## src/verilog/asrc_pkg.sv

```systemverilog
package asrc_pkg;
  // Clock and timing
  localparam int CLK_PERIOD_NS = 100;
  localparam int DEGLITCH_TIME_NS = 2000;
  localparam int SLEEP_ENTRY_TIME_US = 200;
  localparam int STRAP_LATCH_TIME_MS = 3;
  localparam int ACTIVE_WAKE_TIME_MS = 25;
  localparam int DEGLITCH_CYC = (DEGLITCH_TIME_NS + CLK_PERIOD_NS - 1) / CLK_PERIOD_NS;
  localparam int SLEEP_ENTRY_CYC = (SLEEP_ENTRY_TIME_US * 1000) / CLK_PERIOD_NS;
  localparam int STRAP_LATCH_CYC = (STRAP_LATCH_TIME_MS * 1000000) / CLK_PERIOD_NS;
  localparam int ACTIVE_WAKE_CYC = (ACTIVE_WAKE_TIME_MS * 1000000) / CLK_PERIOD_NS;

  // Register map (byte addresses)
  localparam logic [11:0] REG_CONTROL_ADDR = 12'h000;
  localparam logic [11:0] REG_STATUS_ADDR = 12'h004;

  // Control register fields
  localparam int CTRL_SHUTDOWN_BIT = 0;
  localparam logic [31:0] CTRL_RESET_VALUE = 32'h0000_0000;

  // Status register fields
  localparam int STAT_ACTIVE_BIT = 0;
  localparam int STAT_SUSPEND_BIT = 1;
  localparam int STAT_SOFTOFF_BIT = 2;
  localparam int STAT_DUAL33_KEEP_N_BIT = 3;
  localparam int STAT_DUAL50_KEEP_BIT = 4;
  localparam int STAT_MEM33_BIT = 5;
  localparam int STAT_FAULT_BIT = 6;
  localparam int STAT_WAKE_BIT = 7;
  localparam int STAT_UV_LSB = 8;

  // Rail index within the undervoltage vector
  localparam int RAIL_COUNT = 5;
  localparam int RAIL_STANDBY33 = 0;
  localparam int RAIL_DUAL33 = 1;
  localparam int RAIL_DUAL50 = 2;
  localparam int RAIL_MEMORY = 3;
  localparam int RAIL_CLOCK = 4;

  // AHB-Lite encodings
  localparam logic [1:0] HTRANS_IDLE = 2'h0;
  localparam logic [1:0] HTRANS_NONSEQ = 2'h2;

  typedef enum logic [2:0] {
    ST_POR,
    ST_SB_RAMP,
    ST_LATCH,
    ST_WAKE,
    ST_ACTIVE,
    ST_ENTRY,
    ST_SUSPEND,
    ST_SOFTOFF
  } asrc_state_type;
endpackage
```

## src/verilog/asrc_core.sv

```systemverilog
`timescale 1ns/1ns
`default_nettype none
// What this block does
// - dual 3.3V rail on in active and suspend; soft-off follows strap
// - dual 5V rail on in active; in sleep only when strap is 1
// - memory rail on in active and suspend, off in soft-off
// - soft-off low with suspend high is illegal; wake, active, entry and sleep states hold, while the end of the latch delay goes to soft-off
// - no direct moves between suspend and soft-off
// - strap changes accepted in every state except suspend, soft-off and the wait for the standby ramp
// - both sleep requests filtered, pulses under about 2us rejected
// - suspend request low starts 200us timer, then soft-off request picks sleep state
// - bias above threshold starts standby 3.3V start-up with no command
// - 3ms after standby ramp, latch straps and memory voltage, then continue
// - clock rail only in active states
// - standby 3.3V regulator on while bias present
// - active switch gate drive asserted in active states
// - standby 5V switch on in sleep when dual 5V stays on
// - standby 3.3V drive on in sleep when dual 3.3V stays on
// - memory from internal pass in suspend, external drive in active
// - memory drive is a switch at 3.3V, regulating at 2.5V
// - each enabled rail monitored for undervoltage, reported as fault
// - fault on output undervoltage, main supply undervoltage in active states, or overtemperature
// - soft-start held low disables all outputs except memory_select_33_o and clears fault
// - power-up into active waits 25ms after main supplies good
// - straps latched on sleep entry, after reset release and shutdown exit
module asrc_core
  import asrc_pkg::*;
#(
  parameter int DG_CYC = DEGLITCH_CYC,
  parameter int ENTRY_CYC = SLEEP_ENTRY_CYC,
  parameter int LATCH_CYC = STRAP_LATCH_CYC,
  parameter int WAKE_CYC = ACTIVE_WAKE_CYC
)
(
  // Clock and reset
  input wire logic ref_clk_i,
  input wire logic rst_n_i,
  // AHB-Lite slave
  input wire logic hsel_i,
  input wire logic [31:0] haddr_i,
  input wire logic [1:0] htrans_i,
  input wire logic hwrite_i,
  input wire logic [2:0] hsize_i,
  input wire logic [31:0] hwdata_i,
  input wire logic hready_i,
  output logic hreadyout_o,
  output logic hresp_o,
  output logic [31:0] hrdata_o,
  // Sleep requests and straps (pins)
  input wire logic suspend_ram_request_n_i,
  input wire logic soft_off_request_n_i,
  input wire logic dual33_keep_strap_n_i,
  input wire logic dual50_keep_strap_i,
  input wire logic memory_select_33_i,
  // Supply and analog monitor status (pins)
  input wire logic bias_above_por_i,
  input wire logic standby33_ramp_done_i,
  input wire logic main_supplies_ok_i,
  input wire logic main_supply_uv_i,
  input wire logic soft_start_low_i,
  input wire logic overtemp_i,
  input wire logic [RAIL_COUNT-1:0] rail_uv_i,
  // Rail drives
  output logic standby33_rail_en_o,
  output logic active_switch_gate_drive_o,
  output logic dual33_standby_drive_o,
  output logic dual50_standby_switch_drive_o,
  output logic memory_internal_pass_en_o,
  output logic memory_external_drive_o,
  output logic memory_drive_regulate_o,
  output logic memory_select_33_o,
  output logic clock_chip_rail_en_o,
  output logic fault_and_memory_select_o
);

  localparam int PIN_W = 11 + RAIL_COUNT;
  // One timer serves all three delays, so it is sized for the longest
  localparam int TMAX = (WAKE_CYC > LATCH_CYC) ? ((WAKE_CYC > ENTRY_CYC) ? WAKE_CYC : ENTRY_CYC) :
                        ((LATCH_CYC > ENTRY_CYC) ? LATCH_CYC : ENTRY_CYC);
  localparam int TW = $clog2(TMAX + 1);
  localparam int DW = $clog2(DG_CYC + 1);

  logic [PIN_W-1:0] pin_meta_ff;
  logic [PIN_W-1:0] pin_sync_ff;
  logic susp_raw, soff_raw, str33n_s, str50_s, msel_s, bias_s, sbdone_s, main_ok_s, main_uv_s, ss_low_s, ot_s;
  logic [RAIL_COUNT-1:0] uv_s;
  logic [1:0] req_raw;
  logic [1:0] req_f_ff;
  logic [DW-1:0] dg_cnt_ff [2];
  logic s3f, s5f, illegal_req, shut;
  asrc_state_type state_ff, nxt_state;
  logic [TW-1:0] tmr_ff;
  logic tmr_run, entry_done, latch_done, wake_done;
  logic str33n_ff, str50_ff, mem33_ff, ctrl_shut_ff, fault_ff;
  logic is_active, is_sleep;
  logic d33_on, d50_on, mem_on;
  logic [RAIL_COUNT-1:0] rail_on;
  logic dph_valid_ff, dph_write_ff;
  logic [11:0] dph_addr_ff;
  logic [31:0] status_word;

  // Pins cross into the clock domain through two flops
  always_ff @(posedge ref_clk_i)
  begin
    pin_meta_ff <= {rail_uv_i, overtemp_i, soft_start_low_i, main_supply_uv_i, main_supplies_ok_i,
                    standby33_ramp_done_i, bias_above_por_i, memory_select_33_i, dual50_keep_strap_i,
                    dual33_keep_strap_n_i, soft_off_request_n_i, suspend_ram_request_n_i};
    pin_sync_ff <= pin_meta_ff;
  end

  assign {uv_s, ot_s, ss_low_s, main_uv_s, main_ok_s, sbdone_s, bias_s, msel_s, str50_s, str33n_s, soff_raw,
          susp_raw} = pin_sync_ff;
  assign req_raw = {soff_raw, susp_raw};

  // A request level is taken only after it has stood for the full window
  for (genvar g = 0; g < 2; g++)
  begin : g_deglitch
    always_ff @(posedge ref_clk_i)
    begin
      if (!rst_n_i)
      begin
        req_f_ff[g] <= 1'b1;
        dg_cnt_ff[g] <= '0;
      end
      else if (req_raw[g] == req_f_ff[g])
        dg_cnt_ff[g] <= '0;
      else if (dg_cnt_ff[g] == DW'(DG_CYC - 1))
      begin
        req_f_ff[g] <= req_raw[g];
        dg_cnt_ff[g] <= '0;
      end
      else
        dg_cnt_ff[g] <= dg_cnt_ff[g] + 1'b1;
    end
  end

  assign s3f = req_f_ff[0];
  assign s5f = req_f_ff[1];
  assign illegal_req = s3f && !s5f;
  assign shut = ss_low_s || ctrl_shut_ff;

  assign entry_done = (tmr_ff == TW'(ENTRY_CYC - 1));
  assign latch_done = (tmr_ff == TW'(LATCH_CYC - 1));
  assign wake_done = (tmr_ff == TW'(WAKE_CYC - 1));

  // Power state sequencing
  always_comb
  begin
    nxt_state = state_ff;
    case (state_ff)
      ST_POR:
        if (bias_s)
          nxt_state = ST_SB_RAMP;
      ST_SB_RAMP:
        if (sbdone_s)
          nxt_state = ST_LATCH;
      ST_LATCH:
        if (latch_done)
        begin
          if (s3f && s5f)
            nxt_state = ST_WAKE;
          else if (!s3f && s5f)
            nxt_state = ST_SUSPEND;
          else
            nxt_state = ST_SOFTOFF;
        end
      ST_WAKE:
        if (!s3f)
          nxt_state = s5f ? ST_SUSPEND : ST_SOFTOFF;
        else if (wake_done && main_ok_s && !illegal_req)
          nxt_state = ST_ACTIVE;
      ST_ACTIVE:
        if (!s3f)
          nxt_state = ST_ENTRY;
      ST_ENTRY:
        if (s3f && s5f)
          nxt_state = ST_ACTIVE;
        else if (!s3f && entry_done)
          nxt_state = s5f ? ST_SUSPEND : ST_SOFTOFF;
      ST_SUSPEND, ST_SOFTOFF:
        if (s3f && s5f)
          nxt_state = ST_WAKE;
      default:
        nxt_state = ST_POR;
    endcase
    if (!bias_s || shut)
      nxt_state = ST_POR;
  end

  always_ff @(posedge ref_clk_i)
  begin
    if (!rst_n_i)
      state_ff <= ST_POR;
    else
      state_ff <= nxt_state;
  end

  // Holding the timer under an illegal request freezes the entry delay too
  assign tmr_run = (state_ff == ST_LATCH) || (state_ff == ST_WAKE && main_ok_s && !illegal_req) ||
                   (state_ff == ST_ENTRY && !illegal_req);

  always_ff @(posedge ref_clk_i)
  begin
    if (!rst_n_i)
      tmr_ff <= '0;
    else if (nxt_state != state_ff || (state_ff == ST_WAKE && !main_ok_s))
      tmr_ff <= '0;
    else if (tmr_run)
      tmr_ff <= tmr_ff + 1'b1;
  end

  // Straps track the pins except in sleep and in the wait for the standby ramp
  always_ff @(posedge ref_clk_i)
  begin
    if (!rst_n_i)
    begin
      str33n_ff <= 1'b0;
      str50_ff <= 1'b1;
    end
    else if (state_ff != ST_SUSPEND && state_ff != ST_SOFTOFF && state_ff != ST_SB_RAMP)
    begin
      str33n_ff <= str33n_s;
      str50_ff <= str50_s;
    end
  end

  // Memory voltage is only sampled once per start-up, at the end of the latch delay
  always_ff @(posedge ref_clk_i)
  begin
    if (!rst_n_i)
      mem33_ff <= 1'b0;
    else if (state_ff == ST_LATCH && latch_done)
      mem33_ff <= msel_s;
  end

  assign is_active = (state_ff == ST_ACTIVE) || (state_ff == ST_ENTRY);
  assign is_sleep = (state_ff == ST_SUSPEND) || (state_ff == ST_SOFTOFF);
  assign d33_on = is_active || state_ff == ST_SUSPEND || (state_ff == ST_SOFTOFF && !str33n_ff);
  assign d50_on = is_active || (is_sleep && str50_ff);
  assign mem_on = is_active || state_ff == ST_SUSPEND;
  assign rail_on = {is_active, mem_on, d50_on, d33_on, state_ff != ST_POR};

  // Rail drives
  always_ff @(posedge ref_clk_i)
  begin
    if (!rst_n_i)
    begin
      standby33_rail_en_o <= 1'b0;
      active_switch_gate_drive_o <= 1'b0;
      dual33_standby_drive_o <= 1'b0;
      dual50_standby_switch_drive_o <= 1'b0;
      memory_internal_pass_en_o <= 1'b0;
      memory_external_drive_o <= 1'b0;
      memory_drive_regulate_o <= 1'b0;
      memory_select_33_o <= 1'b0;
      clock_chip_rail_en_o <= 1'b0;
    end
    else
    begin
      standby33_rail_en_o <= bias_s && !shut;
      active_switch_gate_drive_o <= is_active;
      dual33_standby_drive_o <= is_sleep && d33_on;
      dual50_standby_switch_drive_o <= is_sleep && d50_on;
      memory_internal_pass_en_o <= is_sleep && mem_on;
      memory_external_drive_o <= is_active;
      memory_drive_regulate_o <= is_active && !mem33_ff;
      memory_select_33_o <= mem33_ff;
      clock_chip_rail_en_o <= is_active;
    end
  end

  // Monitoring a rail that is off would flag its expected low voltage
  always_ff @(posedge ref_clk_i)
  begin
    if (!rst_n_i)
      fault_ff <= 1'b0;
    else
      fault_ff <= !shut && ((|(uv_s & rail_on)) || (is_active && main_uv_s) || ot_s);
  end

  assign fault_and_memory_select_o = fault_ff;

  // AHB-Lite slave: zero wait states, always OKAY
  assign hreadyout_o = 1'b1;
  assign hresp_o = 1'b0;

  always_ff @(posedge ref_clk_i)
  begin
    if (!rst_n_i)
    begin
      dph_valid_ff <= 1'b0;
      dph_write_ff <= 1'b0;
      dph_addr_ff <= 12'h000;
    end
    else if (hready_i)
    begin
      dph_valid_ff <= hsel_i && htrans_i[1];
      dph_write_ff <= hwrite_i;
      dph_addr_ff <= haddr_i[11:0];
    end
  end

  always_ff @(posedge ref_clk_i)
  begin
    if (!rst_n_i)
      ctrl_shut_ff <= CTRL_RESET_VALUE[CTRL_SHUTDOWN_BIT];
    else if (dph_valid_ff && dph_write_ff && dph_addr_ff == REG_CONTROL_ADDR)
      ctrl_shut_ff <= hwdata_i[CTRL_SHUTDOWN_BIT];
  end

  always_comb
  begin
    status_word = 32'h0000_0000;
    status_word[STAT_ACTIVE_BIT] = is_active;
    status_word[STAT_SUSPEND_BIT] = state_ff == ST_SUSPEND;
    status_word[STAT_SOFTOFF_BIT] = state_ff == ST_SOFTOFF || state_ff == ST_POR;
    status_word[STAT_DUAL33_KEEP_N_BIT] = str33n_ff;
    status_word[STAT_DUAL50_KEEP_BIT] = str50_ff;
    status_word[STAT_MEM33_BIT] = mem33_ff;
    status_word[STAT_FAULT_BIT] = fault_ff;
    status_word[STAT_WAKE_BIT] = state_ff == ST_WAKE;
    status_word[STAT_UV_LSB +: RAIL_COUNT] = uv_s;
  end

  // Read data is captured in the address phase so it stands through the data phase
  always_ff @(posedge ref_clk_i)
  begin
    if (!rst_n_i)
      hrdata_o <= 32'h0000_0000;
    else if (hready_i && hsel_i && htrans_i[1] && !hwrite_i)
    begin
      if (haddr_i[11:0] == REG_CONTROL_ADDR)
        hrdata_o <= {31'h0000_0000, ctrl_shut_ff};
      else if (haddr_i[11:0] == REG_STATUS_ADDR)
        hrdata_o <= status_word;
      else
        hrdata_o <= 32'h0000_0000;
    end
  end
endmodule
`default_nettype wire

```

## config.mk

```make
export PLATFORM = sky130hd
export DESIGN_NAME = asrc_core
export DESIGN_NICKNAME = d
export VERILOG_FILES = /design/src/verilog/asrc_pkg.sv /design/src/verilog/asrc_core.sv
export SDC_FILE = /design/constraint.sdc
export NUM_CORES = 1
export LEC_CHECK = 0
export BUFFER_PORTS_ARGS = -buffer_cell sky130_fd_sc_hd__buf_4
export CAP_MARGIN = 20
export CORE_MARGIN = 4
export CORE_UTILIZATION = 51
export DETAILED_ROUTE_END_ITERATION = 16
export PLACE_DENSITY_LB_ADDON = 0.08
export REMOVE_ABC_BUFFERS = 1
export SLEW_MARGIN = 10
export SYNTH_ARGS = -nofsm -noshare
export SYNTH_HDL_FRONTEND = slang
export SYNTH_SLANG_ARGS = --single-unit
```

## constraint.sdc

```tcl
create_clock -name ref_clk_i -period 2.6 [get_ports ref_clk_i]
set_input_delay 0.52 -clock ref_clk_i [delete_from_list [all_inputs] [get_ports ref_clk_i]]
set_output_delay 0.52 -clock ref_clk_i [all_outputs]
set_load 0.05 [all_outputs]
```

==> flow_summary.yaml <==
run_status:
  status: "complete, no violations"
power:
  p_leak_nw: 2.024
  ir_worst_vdd_v: 0.0003999
  p_total_mw: 2.956
  cellPowerDensity_nw_per_um2: 607.8
sta:
  finalSetupTns_ps: 0
  worst_pin_slew_ps: 667.8
  finalCriticalPeriod_ps: 2306
  fin_crit_sh_pct: 88.71
  whs_ps: 245.2
  finalHoldViolCount: 0
  fin_skew_ps: 16.69
  slew_violations: 0
  fmax_ghz: 0.4336
  setup_viol: 0
  max_slew_margin_pct: 55.31
  rsz0062_at_grt: "false"
clock_tree:
  post_cts_resized: 0
  cts_root_buffer: "clkbuf_8"
  post_cts_buffers: 0
  clk_pin_slew_worst_paths_ps: 110
  clockBufferDepth: 2
  clk_latency_ps: 370
  cts_tree: "done"
  cts_max_level: 3
  cts_made_buffers: 9
  clkSinkCount: 104
  hold_buffers: 0
logic_synthesis:
  synth-seq-cells: 104
  synth_top_area_share_pct: 44.56
  ys_types: 57
  yosysMostFrequentCell: "dfxtp_1"
  async_reset_ff_share_pct: 0
  synthTopCellsByArea: "dfxtp_1, edfxtp_1, nor2_1"
  ys_seq_area_share_pct: 51.67
  synthTopCellsByCount: "dfxtp_1, nor2_1, nor3_1"
  synthFlopType: "dfxtp_1"
  yosysWarnings: 0
  synth_top_cell_by_area: "dfxtp_1"
  post_synth_instance_area_sq_um: 4223
  synth-edff-count: 10
  synthCells: 428
  synth.avg_cell_area_sq_um: 9.866
drt:
  avgViaCountPerCell: 5.182
  drc: 0
  finalWirelength_mm: 8.148
  drt_pass1_iterations: 4
  vias: 3078
  drt_iter0_markers: 250
  drtAntennaViolNets: 0
  wire_per_inst_um: 13.72
worst_setup_path:
  cp_top_family: "simple AND/OR/NAND/NOR gates"
  crit_type: "register to register"
  end_kind: "register"
  critical-path-max-stage-delay_ps: 570
  required_ps: 2850
  path_buf_inv: 1
  crit_fanout: 18
  start_kind: "register"
  crit_arrival_ps: 2560
  slowest_stage: "or4b_4"
  crit_chain: "nand4_1, or4b_4, o32ai_2, nor3_1, o31ai_4, buf_4, nor3_1"
  path_common_cell: "nor3_1"
global_routing:
  grt_max_degree: 23
  grt_first_pass_wirelength_mm: 13.74
  grt_overflow: 0
  grt_pass1_vias: 2953
  antenna_found_initial: 0
  track_usage_pct: 16.92
placed_design:
  routabilityCongestion: 0.8625
  io_buffers: 57
  placed_cell_area_sq_um: 4651
  dp_hpwl_mm: 5.751
die:
  io_pins: 134
  die_w_um: 99.00
  core_area_sq_um: 7888
  dieArea_sq_um: 9800
  fp.dieH_um: 99.00
  start_util_pct: 53.54
  rows: 32
final_layout:
  area_growth_pct: 15.17
  final_net_count: 580
  layout-drive-gt1-share_pct: 18.70
  final_cell_area_sq_um: 4863
  num_antenna_cells: 0
  fillers: 661
run:
  cap_violations: 0
min_path:
  min_path_type: "input port to register"
## layer usage
| layer | track usage (%) | routed length, um |
|---|---|---|
| met1 | 22.95 | 3899 |
| met2 | 26.14 | 3569 |
| met3 | 4.954 | 586 |
| met4 | 5.042 | 92 |
| met5 | 0 | 0 |
## flip-flops by register name (all words and copies together) (netlist names), 3 cells and up
register,flops
tmr_ff,18
dg_cnt_ff,10
pin_sync_ff,16
state_ff,3
dph_addr_ff,12
hrdata_o,13
pin_meta_ff,16
## cells in the final DEF (no fill, tap or decap), types with 2 or more instances in the layout
cell	instances
a21boi_0	2
a21oi_1	12
a221oi_1	2
a22oi_1	10
and2_1	2
and3_1	3
and4_1	2
buf_4	64
clkbuf_8	9
clkinv_8	2
conb_1	31
dfxtp_1	94
edfxtp_1	10
ha_1	3
inv_1	10
inv_8	5
mux2i_1	20
nand2_1	17
nand3_1	19
nand3b_1	3
nand4_1	8
nand4b_1	5
nor2_1	61
nor2b_1	2
nor3_1	24
nor3b_1	3
nor4_1	9
o211a_1	2
o21a_1	2
o21ai_0	7
xnor2_1	8
xor2_1	17
## cell type report
cell class,instances,area (sq um),share of cell area [%]
clock inverter,7,88.84,1.827
inverter,11,41.29,0.8490
timing repair buffer,64,480.5,9.879
clock buffer,9,123.9,2.547
sequential,104,2182,44.87
tap,102,127.6,2.624
multi-input combinational,297,1819,37.41
## power by group
| group | leakage (nW) | internal [mW] | switching (mW) | total, mW |
|---|---|---|---|---|
| Combinational | 1.04 | 0.0753 | 0.147 | 0.223 |
| Sequential | 0.876 | 1.67 | 0.0308 | 1.70 |
| Clock | 0.109 | 0.398 | 0.633 | 1.03 |
| Total | 2.02 | 2.14 | 0.811 | 2.96 |
## worst register-to-register path, delay by kind of cell (launching register included)
family	cells	cell delay (ps)
buffers and inverters	1	270
and+or+nand+nor	4	930
DFF	1	460
AOI/OAI and AO/OA	2	550
## per-stage QoR
step                worst slack [ps]  instances  utilization (%)
detailed placement             331.5        578            58.96
floorplan                      455.1        412                -
global route                   50.01        594            61.66
CTS                            299.2        594            61.66
finish                         293.7        594            61.66
global placement               337.7        578            58.96
## cell families (layout without fill, tap and decap cells)
group	count (synthesis)	after routing	synth area share, %
adders and majority gates	3	3	0.8890
AOI/OAI and AO/OA	48	48	8.504
buffers and inverters	56	91	7.822
muxes	20	20	4.741
DFF	104	104	51.67
xor gates and xnor gates	25	25	5.185
other	2	31	0.1778
and+or+nand+nor	170	170	21.01
## worst paths after layout
path	startpoint	end	slack, ps	cells past startpoint
max	tmr_ff[12]$_SDFFE_PP0P_	tmr_ff[15]$_SDFFE_PP0P_	290	7
min	rail_uv_i[4]	pin_meta_ff[15]$_DFF_P_	250	1
max reg2reg	tmr_ff[12]$_SDFFE_PP0P_	tmr_ff[15]$_SDFFE_PP0P_	290	7
min reg2reg	pin_meta_ff[0]$_DFF_P_	pin_sync_ff[0]$_DFF_P_	340	0
(Power assumes the default switching activity.)
